[src/design/cia_pkg.sv]
// Constants shared by the core interrupt aggregation block.
// Assumes an 8-bit memory-mapped register port from the embedded core.
package cia_pkg;

  // ---------------------------------------------------------------------
  // Register map
  // ---------------------------------------------------------------------
  localparam logic [15:0] SRC_FLAGS_ADDR = 16'h7F00;
  localparam logic [15:0] MASK_BITS_ADDR = 16'h7F01;
  localparam logic [7:0] SRC_FLAGS_RESET = 8'h00;
  localparam logic [7:0] MASK_BITS_RESET = 8'h00;

  // ---------------------------------------------------------------------
  // Source bit positions
  // ---------------------------------------------------------------------
  localparam int BIT_CHAN_D = 7;
  localparam int BIT_CHAN_C = 6;
  localparam int BIT_CHAN_B = 5;
  localparam int BIT_CHAN_A = 4;
  localparam int BIT_BUS_TWO = 3;
  localparam int BIT_WAKE_FOUR = 2;
  localparam int BIT_WAKE_TWO = 1;
  localparam int BIT_WAKE_THREE = 0;

  // ---------------------------------------------------------------------
  // Core interrupt vectors, highest priority first
  // ---------------------------------------------------------------------
  localparam logic [7:0] VEC_POWER_FAIL = 8'h33;
  localparam logic [7:0] VEC_EXT_ZERO = 8'h03;
  localparam logic [7:0] VEC_EXT_ONE = 8'h13;
  localparam logic [7:0] VEC_WAKE = 8'h5B;
  localparam logic [7:0] VEC_NONE = 8'h00;

  // Priority level of an interrupt request.
  typedef enum logic [1:0] {
    LVL_LOW,
    LVL_HIGH,
    LVL_POWER_FAIL
  } cia_level_t;

  // Wake trigger kinds.
  typedef enum logic [1:0] {
    TRIG_FIXED,
    TRIG_SELECTABLE,
    TRIG_EITHER
  } cia_trig_t;

endpackage

[src/design/cia_wake_detect.sv]
// Wake event detector for one pin.
// Assumes the pin level is synchronous to ref_clk_in.
module cia_wake_detect (
  input wire logic ref_clk_in,
  input wire logic reset_n_in,
  input wire logic pin_in,
  input wire cia_pkg::cia_trig_t trig_kind_in,
  input wire logic rise_sel_in,
  output logic event_out
);

  logic pin_prev;
  wire rise = pin_in & ~pin_prev;
  wire fall = ~pin_in & pin_prev;

  // -----------------------------------------------------------------------
  // Edge selection
  // -----------------------------------------------------------------------
  // The fixed kind uses the falling edge; selectable follows rise_sel_in.
  // Watching the raw pin keeps the wake alive whatever function it carries.
  wire next_event = (trig_kind_in == cia_pkg::TRIG_EITHER) ? (rise | fall) :
    (trig_kind_in == cia_pkg::TRIG_SELECTABLE) ?
    (rise_sel_in ? rise : fall) : fall;

  // Previous level and one-cycle event pulse.
  always_ff @(posedge ref_clk_in or negedge reset_n_in) begin
    if (!reset_n_in) begin
      pin_prev <= 1'b0;
      event_out <= 1'b0;
    end else begin
      pin_prev <= pin_in;
      event_out <= next_event;
    end
  end

endmodule

[src/design/cia_prio_select.sv]
// Fixed-priority vector selection for the core's interrupt inputs.
// Assumes request levels are already gated by their enables.
module cia_prio_select (
  input wire logic pfi_req_in,
  input wire logic ext_zero_req_in,
  input wire logic ext_one_req_in,
  input wire logic wake_req_in,
  input wire logic [2:0] high_prio_in,
  output logic [7:0] vector_out,
  output cia_pkg::cia_level_t level_out,
  output logic any_out
);

  // Request and high flags packed in natural order: ext0, ext1, wake.
  wire [2:0] reqs = {wake_req_in, ext_one_req_in, ext_zero_req_in};
  wire [2:0] high_reqs = reqs & high_prio_in;
  wire [2:0] pick = (|high_reqs) ? high_reqs : reqs;

  // -----------------------------------------------------------------------
  // Selection
  // -----------------------------------------------------------------------
  // Power fail wins above both levels; inside a level natural order rules.
  assign vector_out = pfi_req_in ? cia_pkg::VEC_POWER_FAIL :
    pick[0] ? cia_pkg::VEC_EXT_ZERO :
    pick[1] ? cia_pkg::VEC_EXT_ONE :
    pick[2] ? cia_pkg::VEC_WAKE : cia_pkg::VEC_NONE;
  assign level_out = pfi_req_in ? cia_pkg::LVL_POWER_FAIL :
    (|high_reqs) ? cia_pkg::LVL_HIGH : cia_pkg::LVL_LOW;
  assign any_out = pfi_req_in | (|reqs);

endmodule

[src/design/cia_core_irq.sv]
// Interrupt aggregation for the embedded core: external interrupt 0 source
// and mask registers, wake interrupt line and fixed vector selection.
// Assumes a synchronous 8-bit register port with one-cycle strobes.
//
// Notes on behaviour
// - Unmasked latched source bits are ORed onto the interrupt 0 line.
// - Writing one clears a source bit; writing zero leaves it unchanged.
// - Mask bit zero lets its source through; one blocks it.
// - Masked sources still latch and read back, but do not drive the interrupt 0 line.
// - Mask register is read/write and resets to all zeros.
// - Bits 7 and 6 take channels D and C only in channel port mode.
// - Bits 5 and 4 take channels B, A or legacy ports 2, 1.
// - Bit 3 reads one while the second bus controller requests.
// - Power fail, high and low levels; power fail beats everything.
// - Fixed natural priority with fixed vectors per interrupt.
// - Wake line gathers both wake groups and restarts a sleeping core.
// - Wake triggers are fixed edge, selectable edge or either edge.
// - Wake detection watches the pin, whatever function it carries.
module cia_core_irq (
  input wire logic ref_clk_in,
  input wire logic reset_n_in,
  input wire logic [15:0] reg_addr_in,
  input wire logic reg_wr_in,
  input wire logic reg_rd_in,
  input wire logic [7:0] reg_wdata_in,
  input wire logic port_logic_select_in,
  input wire logic serial_chan_d_irq_in,
  input wire logic serial_chan_c_irq_in,
  input wire logic serial_chan_b_irq_in,
  input wire logic serial_chan_a_irq_in,
  input wire logic legacy_port_two_irq_in,
  input wire logic legacy_port_one_irq_in,
  input wire logic bus_two_irq_in,
  input wire logic wake_pin_four_in,
  input wire logic wake_pin_two_in,
  input wire logic wake_pin_three_in,
  input wire logic wake_group_one_in,
  input wire logic wake_group_two_in,
  input wire logic ext_irq_one_req_in,
  input wire logic pfi_req_in,
  input wire logic pfi_enable_in,
  input wire logic ext_zero_enable_in,
  input wire logic ext_one_enable_in,
  input wire logic wake_enable_in,
  input wire logic [2:0] high_prio_in,
  input wire logic core_sleeping_in,
  output logic [7:0] reg_rdata_out,
  output logic ext_irq_zero_line_n_out,
  output logic wake_irq_line_n_out,
  output logic core_restart_out,
  output logic irq_pending_out,
  output logic [7:0] irq_vector_out,
  output logic [1:0] irq_level_out
);

  // -----------------------------------------------------------------------
  // State
  // -----------------------------------------------------------------------
  logic [7:0] src_flags;
  logic [7:0] mask_bits;
  logic ev_four, ev_two, ev_three;
  logic [7:0] sel_vector;
  cia_pkg::cia_level_t sel_level;
  logic sel_any;

  // Byte-wise decode shared by both registers.
  function automatic logic hit(input logic [15:0] a, input logic [15:0] r);
    hit = (a == r);
  endfunction

  wire src_wr = reg_wr_in & hit(reg_addr_in, cia_pkg::SRC_FLAGS_ADDR);
  wire mask_wr = reg_wr_in & hit(reg_addr_in, cia_pkg::MASK_BITS_ADDR);
  wire src_rd = reg_rd_in & hit(reg_addr_in, cia_pkg::SRC_FLAGS_ADDR);
  wire mask_rd = reg_rd_in & hit(reg_addr_in, cia_pkg::MASK_BITS_ADDR);

  // -----------------------------------------------------------------------
  // Wake pin edge detectors
  // -----------------------------------------------------------------------
  // All three either-edge pins use the either-edge trigger kind.
  cia_wake_detect u_wake_four (
    .ref_clk_in(ref_clk_in),
    .reset_n_in(reset_n_in),
    .pin_in(wake_pin_four_in),
    .trig_kind_in(cia_pkg::TRIG_EITHER),
    .rise_sel_in(1'b0),
    .event_out(ev_four)
  );
  cia_wake_detect u_wake_two (
    .ref_clk_in(ref_clk_in),
    .reset_n_in(reset_n_in),
    .pin_in(wake_pin_two_in),
    .trig_kind_in(cia_pkg::TRIG_EITHER),
    .rise_sel_in(1'b0),
    .event_out(ev_two)
  );
  cia_wake_detect u_wake_three (
    .ref_clk_in(ref_clk_in),
    .reset_n_in(reset_n_in),
    .pin_in(wake_pin_three_in),
    .trig_kind_in(cia_pkg::TRIG_EITHER),
    .rise_sel_in(1'b0),
    .event_out(ev_three)
  );

  // -----------------------------------------------------------------------
  // Source routing
  // -----------------------------------------------------------------------
  // Channels C and D only exist in channel mode; legacy logic has no twin.
  wire set_d = port_logic_select_in & serial_chan_d_irq_in;
  wire set_c = port_logic_select_in & serial_chan_c_irq_in;
  wire set_b = port_logic_select_in ? serial_chan_b_irq_in :
    legacy_port_two_irq_in;
  wire set_a = port_logic_select_in ? serial_chan_a_irq_in :
    legacy_port_one_irq_in;
  wire [7:0] set_vec = {set_d, set_c, set_b, set_a, bus_two_irq_in,
    ev_four, ev_two, ev_three};

  // Set beats clear so an event landing on the clear write is kept.
  wire [7:0] clr_vec = src_wr ? reg_wdata_in : 8'h00;
  wire [7:0] next_src_flags = (src_flags & ~clr_vec) | set_vec;
  wire [7:0] next_mask_bits = mask_wr ? reg_wdata_in : mask_bits;

  // Masked bits still latch above; only the line is gated here.
  wire [7:0] live = src_flags & ~mask_bits;
  wire next_zero_req = |live;
  wire next_wake_req = wake_group_one_in | wake_group_two_in |
    (|{ev_four, ev_two, ev_three});

  wire [7:0] next_rdata = src_rd ? src_flags :
    mask_rd ? mask_bits : 8'h00;

  // -----------------------------------------------------------------------
  // Priority selection
  // -----------------------------------------------------------------------
  cia_prio_select u_prio (
    .pfi_req_in(pfi_req_in & pfi_enable_in),
    .ext_zero_req_in(~ext_irq_zero_line_n_out & ext_zero_enable_in),
    .ext_one_req_in(ext_irq_one_req_in & ext_one_enable_in),
    .wake_req_in(~wake_irq_line_n_out & wake_enable_in),
    .high_prio_in(high_prio_in),
    .vector_out(sel_vector),
    .level_out(sel_level),
    .any_out(sel_any)
  );

  // -----------------------------------------------------------------------
  // Registers
  // -----------------------------------------------------------------------
  // Source and mask registers; mask starts open.
  always_ff @(posedge ref_clk_in or negedge reset_n_in) begin
    if (!reset_n_in) begin
      src_flags <= cia_pkg::SRC_FLAGS_RESET;
      mask_bits <= cia_pkg::MASK_BITS_RESET;
    end else begin
      src_flags <= next_src_flags;
      mask_bits <= next_mask_bits;
    end
  end

  // Registered outputs; the lines are active low toward the core.
  always_ff @(posedge ref_clk_in or negedge reset_n_in) begin
    if (!reset_n_in) begin
      reg_rdata_out <= 8'h00;
      ext_irq_zero_line_n_out <= 1'b1;
      wake_irq_line_n_out <= 1'b1;
      core_restart_out <= 1'b0;
      irq_pending_out <= 1'b0;
      irq_vector_out <= cia_pkg::VEC_NONE;
      irq_level_out <= 2'h0;
    end else begin
      reg_rdata_out <= next_rdata;
      ext_irq_zero_line_n_out <= ~next_zero_req;
      wake_irq_line_n_out <= ~next_wake_req;
      core_restart_out <= core_sleeping_in & next_wake_req;
      irq_pending_out <= sel_any;
      irq_vector_out <= sel_vector;
      irq_level_out <= sel_level;
    end
  end

  // -----------------------------------------------------------------------
  // Checks
  // -----------------------------------------------------------------------
  line_follows_a: assert property (@(posedge ref_clk_in)
    disable iff (!reset_n_in)
    ext_irq_zero_line_n_out == ~$past(|(src_flags & ~mask_bits)))
    else $error("Interrupt 0 line does not follow unmasked sources.");

  clear_one_a: assert property (@(posedge ref_clk_in)
    disable iff (!reset_n_in)
    (src_wr && reg_wdata_in[0] && !ev_three) |=> !src_flags[0])
    else $error("Source bit 0 not cleared by a one write.");

  mask_blocks_a: assert property (@(posedge ref_clk_in)
    disable iff (!reset_n_in)
    (mask_bits == 8'hFF) |=> ext_irq_zero_line_n_out)
    else $error("Fully masked sources still raise the line.");

  masked_latch_a: assert property (@(posedge ref_clk_in)
    disable iff (!reset_n_in)
    bus_two_irq_in |=> src_flags[cia_pkg::BIT_BUS_TWO])
    else $error("Bus source not latched.");

  mask_write_a: assert property (@(posedge ref_clk_in)
    disable iff (!reset_n_in)
    mask_wr |=> mask_bits == $past(reg_wdata_in))
    else $error("Mask write not stored.");

  chan_d_gate_a: assert property (@(posedge ref_clk_in)
    disable iff (!reset_n_in)
    (!port_logic_select_in && !src_flags[7]) |=> !src_flags[7])
    else $error("Channel D bit set in legacy mode.");

  set_wins_a: assert property (@(posedge ref_clk_in)
    disable iff (!reset_n_in)
    (src_wr && reg_wdata_in[3] && bus_two_irq_in) |=> src_flags[3])
    else $error("Clear overrode a simultaneous set.");

  wake_restart_a: assert property (@(posedge ref_clk_in)
    disable iff (!reset_n_in)
    (core_sleeping_in && (wake_group_one_in || wake_group_two_in)) |=>
    core_restart_out)
    else $error("Wake did not restart the sleeping core.");

  restart_idle_a: assert property (@(posedge ref_clk_in)
    disable iff (!reset_n_in)
    !core_sleeping_in |=> !core_restart_out)
    else $error("Restart raised for a core that is awake.");

  wake_line_a: assert property (@(posedge ref_clk_in)
    disable iff (!reset_n_in)
    (wake_group_one_in || wake_group_two_in) |=> !wake_irq_line_n_out)
    else $error("Wake group did not pull the wake line.");

  wake_pin_latch_a: assert property (@(posedge ref_clk_in)
    disable iff (!reset_n_in)
    ev_four |=> src_flags[cia_pkg::BIT_WAKE_FOUR])
    else $error("Wake pin event not latched.");

  wake_pin_line_a: assert property (@(posedge ref_clk_in)
    disable iff (!reset_n_in)
    (ev_two || ev_three) |=> !wake_irq_line_n_out)
    else $error("Wake pin event did not reach the wake line.");

  chan_c_gate_a: assert property (@(posedge ref_clk_in)
    disable iff (!reset_n_in)
    (!port_logic_select_in && !src_flags[6]) |=> !src_flags[6])
    else $error("Channel C bit set in legacy mode.");

  chan_b_route_a: assert property (@(posedge ref_clk_in)
    disable iff (!reset_n_in)
    (port_logic_select_in && serial_chan_b_irq_in) |=> src_flags[5])
    else $error("Channel B event not latched in bit 5.");

  legacy_two_route_a: assert property (@(posedge ref_clk_in)
    disable iff (!reset_n_in)
    (!port_logic_select_in && legacy_port_two_irq_in) |=> src_flags[5])
    else $error("Legacy port 2 event not latched in bit 5.");

  legacy_one_route_a: assert property (@(posedge ref_clk_in)
    disable iff (!reset_n_in)
    (!port_logic_select_in && legacy_port_one_irq_in) |=> src_flags[4])
    else $error("Legacy port 1 event not latched in bit 4.");

  bus_readback_a: assert property (@(posedge ref_clk_in)
    disable iff (!reset_n_in)
    (src_rd && src_flags[cia_pkg::BIT_BUS_TWO]) |=>
    reg_rdata_out[cia_pkg::BIT_BUS_TWO])
    else $error("Bus source bit does not read back as one.");

  zero_write_keeps_a: assert property (@(posedge ref_clk_in)
    disable iff (!reset_n_in)
    (src_wr && !reg_wdata_in[3] && src_flags[3]) |=> src_flags[3])
    else $error("Writing zero cleared a source bit.");

  mask_hold_a: assert property (@(posedge ref_clk_in)
    disable iff (!reset_n_in)
    !mask_wr |=> $stable(mask_bits))
    else $error("Mask changed without a write.");

  ext_zero_vector_a: assert property (@(posedge ref_clk_in)
    disable iff (!reset_n_in)
    (!(pfi_req_in && pfi_enable_in) && !ext_irq_zero_line_n_out &&
    ext_zero_enable_in && (high_prio_in == 3'h0)) |=>
    irq_vector_out == cia_pkg::VEC_EXT_ZERO)
    else $error("Interrupt 0 did not win the low level.");

  idle_no_pending_a: assert property (@(posedge ref_clk_in)
    disable iff (!reset_n_in)
    (!(pfi_req_in && pfi_enable_in) && ext_irq_zero_line_n_out &&
    wake_irq_line_n_out && !ext_irq_one_req_in) |=> !irq_pending_out)
    else $error("Pending shown with no request.");

  pfi_level_a: assert property (@(posedge ref_clk_in)
    disable iff (!reset_n_in)
    (pfi_req_in && pfi_enable_in) |=>
    irq_level_out == cia_pkg::LVL_POWER_FAIL)
    else $error("Power fail level not reported.");

  pfi_first_a: assert property (@(posedge ref_clk_in)
    disable iff (!reset_n_in)
    (pfi_req_in && pfi_enable_in) |=>
    irq_vector_out == cia_pkg::VEC_POWER_FAIL)
    else $error("Power fail vector not chosen first.");

endmodule

[config.mk]
export PLATFORM = sky130hd
export DESIGN_NAME = cia_core_irq
export DESIGN_NICKNAME = d
export VERILOG_FILES = /design/src/design/cia_pkg.sv /design/src/design/cia_wake_detect.sv /design/src/design/cia_prio_select.sv /design/src/design/cia_core_irq.sv
export SDC_FILE = /design/constraint.sdc
export NUM_CORES = 1
export LEC_CHECK = 0
export BUFFER_PORTS_ARGS = -buffer_cell sky130_fd_sc_hd__buf_2
export CAP_MARGIN = 40
export CORE_UTILIZATION = 46
export CTS_CLUSTER_DIAMETER = 120
export DETAILED_ROUTE_END_ITERATION = 12
export GPL_TIMING_DRIVEN = 0
export PLACE_DENSITY_LB_ADDON = 0.25
export SLEW_MARGIN = 20
export SYNTH_ARGS = -nofsm -noshare
export SYNTH_HDL_FRONTEND = slang
export SYNTH_SLANG_ARGS = --single-unit
[constraint.sdc]
create_clock -name ref_clk_in -period 1.25 [get_ports ref_clk_in]
set_input_delay 0.125 -clock ref_clk_in [delete_from_list [all_inputs] [get_ports ref_clk_in]]
set_output_delay 0.125 -clock ref_clk_in [all_outputs]
set_load 0.1 [all_outputs]
# Yosys cells after proc, flatten, opt, wreduce, memory -nomap -nowiden
# Index checks and enable logic that the tools add are counted.
[totals]
ff_bits = 44
latchBits = 0
mem_bits_rw = 0
rom_bits = 0
in_bits = 51
out_inout_bits = 22
word_cells = 72
memories = 0
[op_classes]
addsub = 0
n_mul = 0
div_mod_pow = 0
magnitude_cmp = 0
eq_ne = 2
n_shift = 0
n_mux = 12
bitwise = 39
reduce_logical = 4
[op_table]
columns = ["cell", "count"]
rows = [
  ["8-bit 2-to-1 mux", 6],
  ["16-bit by 15-bit == test with 1-bit output (second input constant)", 2],
  ["1-bit bitwise AND", 17],
  ["8-bit bitwise AND", 2],
  ["8-bit inverter", 2],
  ["1-bit inverter", 10],
  ["3-bit OR reduction", 3],
  ["8-bit OR", 1],
  ["8-bit OR reduction", 1],
  ["7-bit 2-to-1 mux", 1],
  ["1-bit OR", 6],
  ["3-bit bitwise AND", 1],
  ["1-bit 2-to-1 mux", 3],
  ["3-bit 2-to-1 mux", 1],
  ["2-bit 2-to-1 mux", 1],
]

# Depth between registers and ports, before layout
# Gate-level depths: netlist of the first run.
[logic_depth]
ltp_word = 9
mapped_depth = 5
ltp_nobuf = 4

# Modules after synthesis
# From an unflattened synthesis of the first run, not the netlist that was laid out.
[hier_totals]
cells_unflattened = 178
hier_area_um2 = 2001.9
[by_module_without_submodules]
columns = ["mod", "instances", "cells_each", "area_each_um2", "seq_area_each_um2"]
rows = [
  ["cia_core_irq", 1, 126, 1536.5, 953.4],
  ["cia_wake_detect", 3, 11, 115.1, 50.0],
  ["cia_prio_select", 1, 19, 120.1, 0.0],
]

# Worst setup path before layout of the first run
# No wires, ideal clock.
[synth_timing]
path_kind = "register -> output"
start = "reg irq_vector_out[1]"
end = "out irq_vector_out[1]"
arrival_ns = 1.324
required_time_ns = 1.125
setup_slack_ns = -0.199
stages_incl_launch_ff = 2
n_path_buf = 1
path_cell_list = "dfrtp_1 -> buf_4"
[synth_lines]
columns = ["item", "line", "rtl"]
rows = [
  ["start: declaration", "cia_core_irq.sv:52", "output logic [7:0] irq_vector_out,"],
  ["start signal: assignment", "cia_core_irq.sv:168", "irq_vector_out <= cia_pkg::VEC_NONE;"],
  ["start signal: assignment", "cia_core_irq.sv:176", "irq_vector_out <= sel_vector;"],
]
# No word-level cell between the ends.

# Final worst setup path of the first run
[layout_timing]
start = "reg ext_irq_zero_line_n_out"
end = "out ext_irq_zero_line_n_out"
[layout_lines]
columns = ["item", "line", "rtl"]
rows = [
  ["start: declaration", "cia_core_irq.sv:48", "output logic ext_irq_zero_line_n_out,"],
  ["start signal: assignment", "cia_core_irq.sv:172", "ext_irq_zero_line_n_out <= ~next_zero_req;"],
]
# No word-level cell between the ends.

==> run_results.csv, run 1 <==
group,metric,value,unit
cts,clk_pin_slew,0.11,ns
layout,drive_above_1_share,45.92,%
global_route,grt_pass1_vias,1492,
place,place_ws,-0.2464,ns
cts,htree_levels,2,
timing,timing.final.hold_violations,0,
layout,area_growth,44.12,%
cts,numCtsBuffers,5,
worst_setup_path,path_depth,1,
timing,drv_slew,0,
floorplan,start_util,49.23,%
floorplan,io_pins,73,
worst_setup_path,crit_chain,"buf_12",
timing,finalSetupViolations,2,
worst_setup_path,rrSetupSlack,0.03,ns
min_path,hp-start,"reg_wdata_in[2]",
timing,skew,0.005179,ns
synthesis,synthTopCellsByArea,"dfrtp_1 (55%), mux2i_1 (6.0%), mux2_2 (5.4%), nand2_1 (3.3%), dfstp_2 (3.1%)",
floorplan,core,0.003416,mm²
route,num_vias,1403,
layout,nets,283,
worst_setup_path,crit_required,1.12,ns
power_and_ir_drop,comb_power_share,18.5,%
worst_setup_path,critical_path.endpoint,"ext_irq_zero_line_n_out",
worst_setup_path,crit_buf_inv,1,
place,portBuffers,68,
power_and_ir_drop,ir_drop,1151,µV
synthesis,synth.avg_cell_area,11.60,µm²
global_route,grt_pass1_wl,6548,µm
synthesis,synth_area,0.001682,mm²
worst_setup_path,reg2reg_depth,4,
floorplan,die_h,62.46,µm
layout,layout_commonest_cell,"buf_2",
global_route,grt_usage,21.73,%
timing,period_share,104.1,%
synthesis,ys_seq_area_share,58.18,%
global_route,grt.overflow.total,0,
layout,final_cell_mix,"buf_2 (48), dfrtp_1 (34), clkbuf_4 (16)",
power_and_ir_drop,leakage,1.254,nW
cts,clock_latency,0.34,ns
route,wire_per_inst,13.49,µm
floorplan,die_w,62.46,µm
power_and_ir_drop,p_int,0.001941,W
worst_setup_path,worstSetupPathType,"reg2out",
synthesis,synth_top_area_share,55.06,%
timing,max_freq,0.7687,GHz
worst_setup_path,end_kind,"output port",
synthesis,synth_largest_area_cell,"dfrtp_1",
timing,grt_setup_unrepaired,"true",
route,via_per_inst,5.029,
power_and_ir_drop,sequentialPowerShare,49.1,%
worst_setup_path,worstReg2RegStart,"wake_irq_line_n_out$_DFF_PN1_",
worst_setup_path,r2r-end,"irq_vector_out[4]$_DFF_PN0_",
route,ant_nets,0,
outcome,violations,"setup timing",
min_path,hold_depth,2,
power_and_ir_drop,power_density,1102,mW/mm²
power_and_ir_drop,clkPwrFrac,32.4,%
place,place.gp.congestion,0.7858,
cts,clock-sinks,39,
synthesis,synth_cell_type_count,33,
synthesis,netlist_instances,145,
layout,final_cell_count_no_fill,279,
worst_setup_path,cp-start-kind,"flop",
timing,fin_ws,-0.05095,ns
worst_setup_path,slowest_delay,0.66,ns
outcome,outcome,"finished, violations left",
timing,fin_crit,1.301,ns
route,first_pass_iters,4,
worst_setup_path,cpMaxStageDelayCell,"dfstp_4",
worst_setup_path,startpoint,"ext_irq_zero_line_n_out$_DFF_PN1_",
route,drtIter0Drc,16,
global_route,antenna_found_initial,0,
global_route,grt_max_degree,40,
layout,antenna_cells,0,
cts,root_buffer,"clkbuf_4",
worst_setup_path,worstPathArrival,1.18,ns
worst_setup_path,path_max_fanout,2,
synthesis,synth_warnings,0,
layout,post-route-util,70.95,%
floorplan,num_rows,21,
floorplan,fp.dieArea,0.003901,mm²
job,drv_cap,0,
place,placed_cells,260,
worst_setup_path,critical-path-top-delay-family,"flip-flops",
timing,setup-tns-final,-0.07682,ns
route,wl,3765,µm
cts,cts_max_path_buffers,2,
power_and_ir_drop,p_sw_share,27.31,%
power_and_ir_drop,switchingPower,0.0007292,W
route,post-route-drc-count,0,
min_path,hold_path_class,"in2reg",
synthesis,synth_seq_cells,39,
cts,cts_tree,"yes",
==> worst register-to-register path: cells and delay by family (launching register included) <==
family / cells / cell delay (ns)
AO/OA/AOI/OAI: 2 / 0.29
buffers and inverters: 1 / 0.12
AND/OR/NAND/NOR: 1 / 0.05
flip-flops: 1 / 0.64
==> metrics by stage <==
stage | instance area [µm²] | total power (W) | hold WS, ns
after floorplan | 1712 | 0.001616 | -0.1706
after global placement | 2110 | 0.001756 | 0.2574
after detailed placement | 2110 | 0.001766 | 0.2588
after CTS | 2355 | 0.002670 | 0.008103
after global routing | 2424 | 0.002787 | 0.002179
final | 2424 | 0.002671 | 0.03169
==> synth_stat cells, drive strengths merged <==
master	number
nor3	8
or2	1
nand4	2
or4	1
nand2	15
o2111a	1
and4bb	1
mux2i	10
o221ai	1
nor2	11
dfrtp	37
nor4	1
and4	1
a32oi	2
conb	1
clkbuf	1
a21oi	3
nand3b	1
o21bai	4
inv	10
o21ai	4
mux2	8
dfstp	2
xor2	3
nor2b	3
nor4b	1
o22ai	4
buf	8
==> metal layers <==
metal  vias to the layer above  GRT usage, %  part of all wire [%]
li1                        665             -                     -
met1                       676         24.43                    38
met2                        50         38.99                    54
met3                        12         4.927                   5.1
met4                         0         9.593                   2.3
met5                         -             0                     0
==> cell families (layout without fill, tap and decap cells) <==
logic type	Yosys count	in the layout	synth area share [%]
other cells	1	2	0.2230
simple gates	46	46	15.25
buf+inv	19	106	5.878
compound gates	19	19	7.589
flops	39	39	58.18
xor+xnor	3	3	1.563
mux	18	18	11.31
==> state kept, by name, summed over array words and instances (netlist names) <==
register	count
u_wake_four.pin_prev	1
ext_irq_zero_line_n_out	1
irq_vector_out	4
u_wake_three.pin_prev	1
reg_rdata_out	8
wake_irq_line_n_out	1
u_wake_four.event_out	1
u_wake_two.event_out	1
irq_pending_out	1
src_flags	8
core_restart_out	1
mask_bits	8
u_wake_three.event_out	1
u_wake_two.pin_prev	1
irq_level_out	1
==> what timing repair did <==
item | in CTS | in global routing
resized for setup | 16 | 18
hold buffers | 10 | 0
pin swaps | 0 | 2
setup endpoints to repair | 9 | 18
gates cloned | 0 | 0
endpoints found under the hold margin | 48 | 0
setup buffers | 1 | 0
==> worst min path at each step <==
stage | end | slack, ns
global placement | reg_rdata_out[3]$_DFF_PN0_ | 0.26
CTS | irq_vector_out[4]$_DFF_PN0_ | 0.008
detailed placement | u_wake_two.pin_prev$_DFF_PN0_ | 0.26
floorplan | core_restart_out$_DFF_PN0_ | -0.17
finish | mask_bits[2]$_DFFE_PN0P_ | 0.03
global route | mask_bits[2]$_DFFE_PN0P_ | 0.002
==> power groups by stage <==
stage / sequential [W] / clock, W / combinational, W
2_1_floorplan: 0.00145 / 0 / 0.000164
3_3_place_gp: 0.00133 / 0 / 0.000426
3_5_place_dp: 0.00133 / 0 / 0.000434
4_1_cts: 0.00131 / 0.000889 / 0.000473
5_1_grt: 0.00131 / 0.000949 / 0.000524
6_report: 0.00131 / 0.000866 / 0.000494
==> area by class of cell <==
cell class / instances / area, µm²
Inverter: 10 / 37.54
Timing Repair Buffer: 79 / 553.0
Tap cell: 46 / 57.56
Buffer: 9 / 61.31
Fill cell: 266 / 992.2
Clock inverter: 2 / 35.03
Sequential cell: 39 / 989.7
Multi-Input combinational cell: 88 / 638.1
Clock buffer: 6 / 51.30
No activity file was read; power rests on OpenSTA's default activity.
==> run 2, diff against run 1 <==
CORE_UTILIZATION = 42   (was 46)
SLEW_MARGIN = unset   (was 20)
clock period = 1.05 ns   (was 1.25 ns; I/O delays follow)
==> run 2 against run 1 <==
The flow still finishes with violations (setup timing); die area rose by 9.2%; clock skew barely moved; sequential share of layout area fell by 2.8 points; flip-flop and latch count did not move; sequential power rose by 20%; non-clock buffer count fell by 3; routed wire length fell by 0.61%; critical endpoint unchanged.
==> run_results.csv, run 2 (synthesis results as in run 1) <==
group,metric,value,unit
outcome,outcome,"finished, violations left",
outcome,violations,"setup timing",
global_route,antenna_found_initial,0,
cts,root_buffer,"clkbuf_8",
worst_setup_path,path_max_fanout,2,
job,drv_cap,0,
layout,fin_area,0.002614,mm²
timing,max_freq,0.8189,GHz
timing,finalSetupViolations,19,
layout,multi_input_area,732.0,µm²
cts,numCtsBuffers,5,
power_and_ir_drop,clkPwrFrac,36.9,%
power_and_ir_drop,switchingPower,0.0009257,W
timing,timing.final.hold_violations,0,
floorplan,die_h,65.28,µm
power_and_ir_drop,power_density,1327,mW/mm²
place,portBuffers,68,
timing,period_share,116.3,%
route,wl,3742,µm
layout,final-seq-area,994.7,µm²
cts,clock_latency,0.29,ns
route,num_vias,1365,
place,hpwl,2573,µm
layout,final_cell_mix,"buf_2 (46), dfrtp_1 (34), nand2_1 (15)",
floorplan,io_pins,73,
worst_setup_path,critical-path-top-delay-family,"flip-flops",
layout,antenna_cells,0,
global_route,grt_usage,19.97,%
route,wire_per_inst,13.46,µm
layout,drive_above_1_share,51.74,%
cts,clock-sinks,39,
worst_setup_path,worstSetupPathType,"reg2out",
layout,nets,280,
worst_setup_path,startpoint,"ext_irq_zero_line_n_out$_DFF_PN1_",
layout,final_cell_count_no_fill,278,
route,first_pass_iters,4,
timing,fin_crit,1.221,ns
worst_setup_path,worstPathArrival,1.12,ns
min_path,hold_path_class,"in2reg",
timing,grt_setup_unrepaired,"true",
power_and_ir_drop,comb_power_share,17.9,%
route,ant_nets,0,
timing,setup-tns-final,-1.463,ns
cts,htree_levels,2,
floorplan,num_rows,22,
global_route,grt_max_degree,40,
worst_setup_path,worstReg2RegStart,"ext_irq_zero_line_n_out$_DFF_PN1_",
place,place_area,0.002156,mm²
worst_setup_path,crit_required,0.94,ns
power_and_ir_drop,p_int,0.002543,W
floorplan,core,0.003744,mm²
worst_setup_path,end_kind,"output port",
worst_setup_path,crit_chain,"buf_12",
cts,cts_tree,"yes",
layout,area_growth,55.43,%
place,place.gp.congestion,0.7540,
power_and_ir_drop,sequentialPowerShare,45.2,%
power_and_ir_drop,total_power,0.003469,W
timing,skew,0.005102,ns
power_and_ir_drop,ir_drop,993.4,µV
place,placed_cells,263,
layout,top_regs,"mask_bits (8), reg_rdata_out (8), src_flags (8)",
layout,post-route-util,69.82,%
min_path,hp-start,"bus_two_irq_in",
worst_setup_path,cpMaxStageDelayCell,"dfstp_4",
floorplan,start_util,44.92,%
worst_setup_path,slowest_delay,0.65,ns
cts,clk_pin_slew,0.07,ns
floorplan,die_w,65.28,µm
timing,drv_slew,0,
layout,fillCellCount,285,
route,post-route-drc-count,0,
cts,cts_max_path_buffers,2,
global_route,grt_pass1_wl,6244,µm
power_and_ir_drop,leakage,1.314,nW
worst_setup_path,cp-start-kind,"flop",
global_route,grt.overflow.total,0,
route,drtIter0Drc,84,
timing,fin_ws,-0.1711,ns
floorplan,fp.dieArea,0.004261,mm²
layout,layout_commonest_cell,"buf_2",
global_route,grt_pass1_vias,1361,
route,via_per_inst,4.910,
worst_setup_path,crit_buf_inv,1,
power_and_ir_drop,p_sw_share,26.69,%
## run 2: final timing paths
check,depth (start not counted),slack [ns],to
min reg2reg,1,0.43,u_wake_four.event_out$_DFF_PN0_
min,2,0.02,src_flags[3]$_DFF_PN0_
max in group asynchronous,3,0.49,wake_irq_line_n_out$_DFF_PN1_
max,1,-0.17,ext_irq_zero_line_n_out
min in group asynchronous,3,0.31,src_flags[5]$_DFF_PN0_
max reg2reg,3,-0.10,irq_vector_out[3]$_DFF_PN0_
## run 2: power groups by stage
stage	logic (W)	registers, W	clock network (W)
after global placement	0.000513	0.00159	0
after floorplan	0.000195	0.00173	0
after detailed placement	0.000528	0.00159	0
final	0.000622	0.00157	0.00128
after global routing	0.000659	0.00157	0.00138
after CTS	0.000613	0.00157	0.00132
## run 2: timing repair
item	4_1_cts	5_1_grt
pin swaps	8	8
hold buffers	4	0
setup endpoints to repair	43	32
gates resized for setup	57	14
buffers inserted	1	2
hold endpoints to repair	43	0
## run 2: layout make-up
type,count,area share (%)
Buffer,9,2.872
Clock buffer,6,3.159
Clock inverter,2,1.340
Inverter,10,1.436
Multi-Input combinational cell,88,28.00
Sequential cell,39,38.06
Tap cell,48,2.298
Timing Repair Buffer,76,22.83
## run 2: metrics by stage
stage                     hold WS, ns  setup WS [ns]
after floorplan               -0.1906        -0.2272
after global placement         0.2380        -0.4599
after detailed placement       0.1013        -0.4521
after CTS                    0.001631        -0.1784
after global routing          0.02107        -0.1916
final                         0.01616        -0.1711
## run 2: layer usage
layer | track usage (%) | part of all wire [%] | wire [µm]
met2 | 32.86 | 52 | 1937
met1 | 24.92 | 42 | 1575
met4 | 6.793 | 1.0 | 39
met5 | 0 | 0 | 0
met3 | 5.903 | 5.1 | 190
==> run 3, diff against run 2 <==
PLACE_DENSITY_LB_ADDON = 0.12   (was 0.25)
==> run 3 against run 2 <==
Clock skew fell by 0.0011 ns; first-iteration DRC count shrank 61%; largest power group unchanged; clock power decreased by 26%; critical endpoint unchanged; hold slack worse by 0.10 ns; fmax up 0.34%; sequential share of layout area down 0.22 points; clock-buffer cell count is 1 higher; the run ends with hold timing, setup timing left.
==> run_results.csv, run 3 (synthesis results as in run 1) <==
group,metric,value,unit
place,hpwl,2636,µm
worst_setup_path,crit_required,0.94,ns
cts,cts_max_path_buffers,2,
power_and_ir_drop,leakage,1.313,nW
cts,htree_levels,2,
power_and_ir_drop,power_density,1196,mW/mm²
worst_setup_path,crit_buf_inv,1,
worst_setup_path,cpMaxStageDelayCell,"dfstp_4",
place,portBuffers,68,
floorplan,core,0.003744,mm²
timing,skew,0.004028,ns
timing,fin_crit,1.217,ns
route,post-route-drc-count,0,
timing,fin_ws,-0.1670,ns
worst_setup_path,cp-start-kind,"flop",
timing,finalSetupViolations,19,
layout,top_regs,"mask_bits (8), reg_rdata_out (8), src_flags (8)",
timing,timing.final.hold_violations,37,
place,place.gp.congestion,0.7426,
cts,clock_latency,0.28,ns
layout,fillCellCount,279,
timing,grt_setup_unrepaired,"true",
outcome,outcome,"finished, violations left",
timing,max_freq,0.8217,GHz
layout,fin_area,0.002629,mm²
route,num_vias,1391,
cts,clk_pin_slew,0.07,ns
floorplan,fp.dieArea,0.004261,mm²
route,wl,3805,µm
route,via_per_inst,4.968,
layout,drive_above_1_share,54.74,%
cts,cts_hold_buf,3,
cts,cts_tree,"yes",
worst_setup_path,slowest_delay,0.65,ns
layout,nets,282,
worst_setup_path,end_kind,"output port",
layout,layout_commonest_cell,"buf_2",
timing,worstMarginPinSlew,0.8314,ns
global_route,grt_usage,19.49,%
cts,root_buffer,"clkbuf_8",
worst_setup_path,crit_chain,"buf_12",
global_route,antenna_found_initial,0,
cts,numCtsBuffers,5,
place,place_area,0.002136,mm²
layout,area_growth,56.32,%
timing,whs,-0.08598,ns
floorplan,io_pins,73,
layout,final_cell_mix,"buf_2 (44), dfrtp_1 (34), buf_4 (19)",
global_route,grt.overflow.total,0,
route,wire_per_inst,13.59,µm
route,first_pass_iters,4,
job,drv_cap,0,
cts,clock-sinks,39,
worst_setup_path,worstSetupPathType,"reg2out",
worst_setup_path,critical-path-top-delay-family,"flip-flops",
global_route,grt_max_degree,40,
global_route,grt_pass1_vias,1464,
floorplan,die_h,65.28,µm
floorplan,num_rows,22,
route,ant_nets,0,
outcome,violations,"hold timing, setup timing",
timing,period_share,115.9,%
route,drtIter0Drc,33,
min_path,hold_path_class,"in2async",
worst_setup_path,path_max_fanout,2,
floorplan,start_util,44.92,%
timing,drv_slew,0,
global_route,grt_pass1_wl,6292,µm
power_and_ir_drop,ir_drop,789.8,µV
timing,maxSlewHeadroom,44.57,%
layout,antenna_cells,0,
floorplan,die_w,65.28,µm
worst_setup_path,worstPathArrival,1.11,ns
==> run 3: per-stage QoR <==
stage / util (%) / setup slack [ns] / TNS, ns / std cells / power, W
after floorplan: - / -0.2272 / -3.161 / 146 / 0.001926
after global placement: 57.05 / -0.4403 / -8.203 / 262 / 0.002095
after detailed placement: 57.05 / -0.4850 / -9.189 / 262 / 0.002106
after CTS: 67.05 / -0.1715 / -1.917 / 278 / 0.003145
after global routing: 70.22 / -0.1918 / -2.302 / 280 / 0.003264
final: 70.22 / -0.1670 / -1.184 / 280 / 0.003144
==> run 3: repair_timing <==
action	CTS	global route
hold endpoints to repair	40	20
pin swaps	8	9
setup buffers	5	2
gates cloned	0	0
gates resized for setup	57	28
endpoints found under the setup margin	43	31
==> run 3: layout make-up <==
cell class / count / area [µm²] / share of cell area, %
tap: 48 / 60.06 / 2.285
buffer: 9 / 77.57 / 2.951
clock inverter: 1 / 5.005 / 0.1904
inverter: 10 / 37.54 / 1.428
clock buffer: 7 / 76.32 / 2.903
multi-input combinational: 88 / 772.0 / 29.37
timing repair buffer: 78 / 605.6 / 23.04
sequential: 39 / 994.7 / 37.84
==> run 3: routing by layer <==
layer	GRT usage (%)	share of wire (%)	vias up
li1	-	-	662
met4	5.978	1.3	0
met1	23.27	41	673
met2	34.79	52	47
met5	0	0	-
met3	4.167	5.4	9
==> run 3: worst register-to-register path: cells and delay by family, from the launching register on <==
kind            cells  cell delay [ns]
compound gates      2             0.44
simple gates        1             0.06
flops               1             0.65
==> run 3: path summary, 6_finish.rpt <==
kind / slack, ns / to / cells past startpoint / start
max: -0.17 / ext_irq_zero_line_n_out / 1 / ext_irq_zero_line_n_out$_DFF_PN1_
min: -0.09 / reg_rdata_out[3]$_DFF_PN0_ / 1 / reset_n_in
max reg2reg: -0.17 / irq_vector_out[3]$_DFF_PN0_ / 3 / ext_irq_zero_line_n_out$_DFF_PN1_
min reg2reg: 0.43 / u_wake_four.event_out$_DFF_PN0_ / 1 / u_wake_four.pin_prev$_DFF_PN0_
max in group asynchronous: 0.53 / irq_vector_out[5]$_DFF_PN0_ / 1 / reset_n_in
min in group ref_clk_in: 0.01 / src_flags[3]$_DFF_PN0_ / 2 / bus_two_irq_in
==> run 3: power by group <==
group          switching [W]  leakage (nW)  total [W]  internal, W
clock               0.000477        0.0422   0.000943     0.000466
combinational       0.000399         0.807   0.000634     0.000236
sequential         0.0000237         0.464    0.00157      0.00154
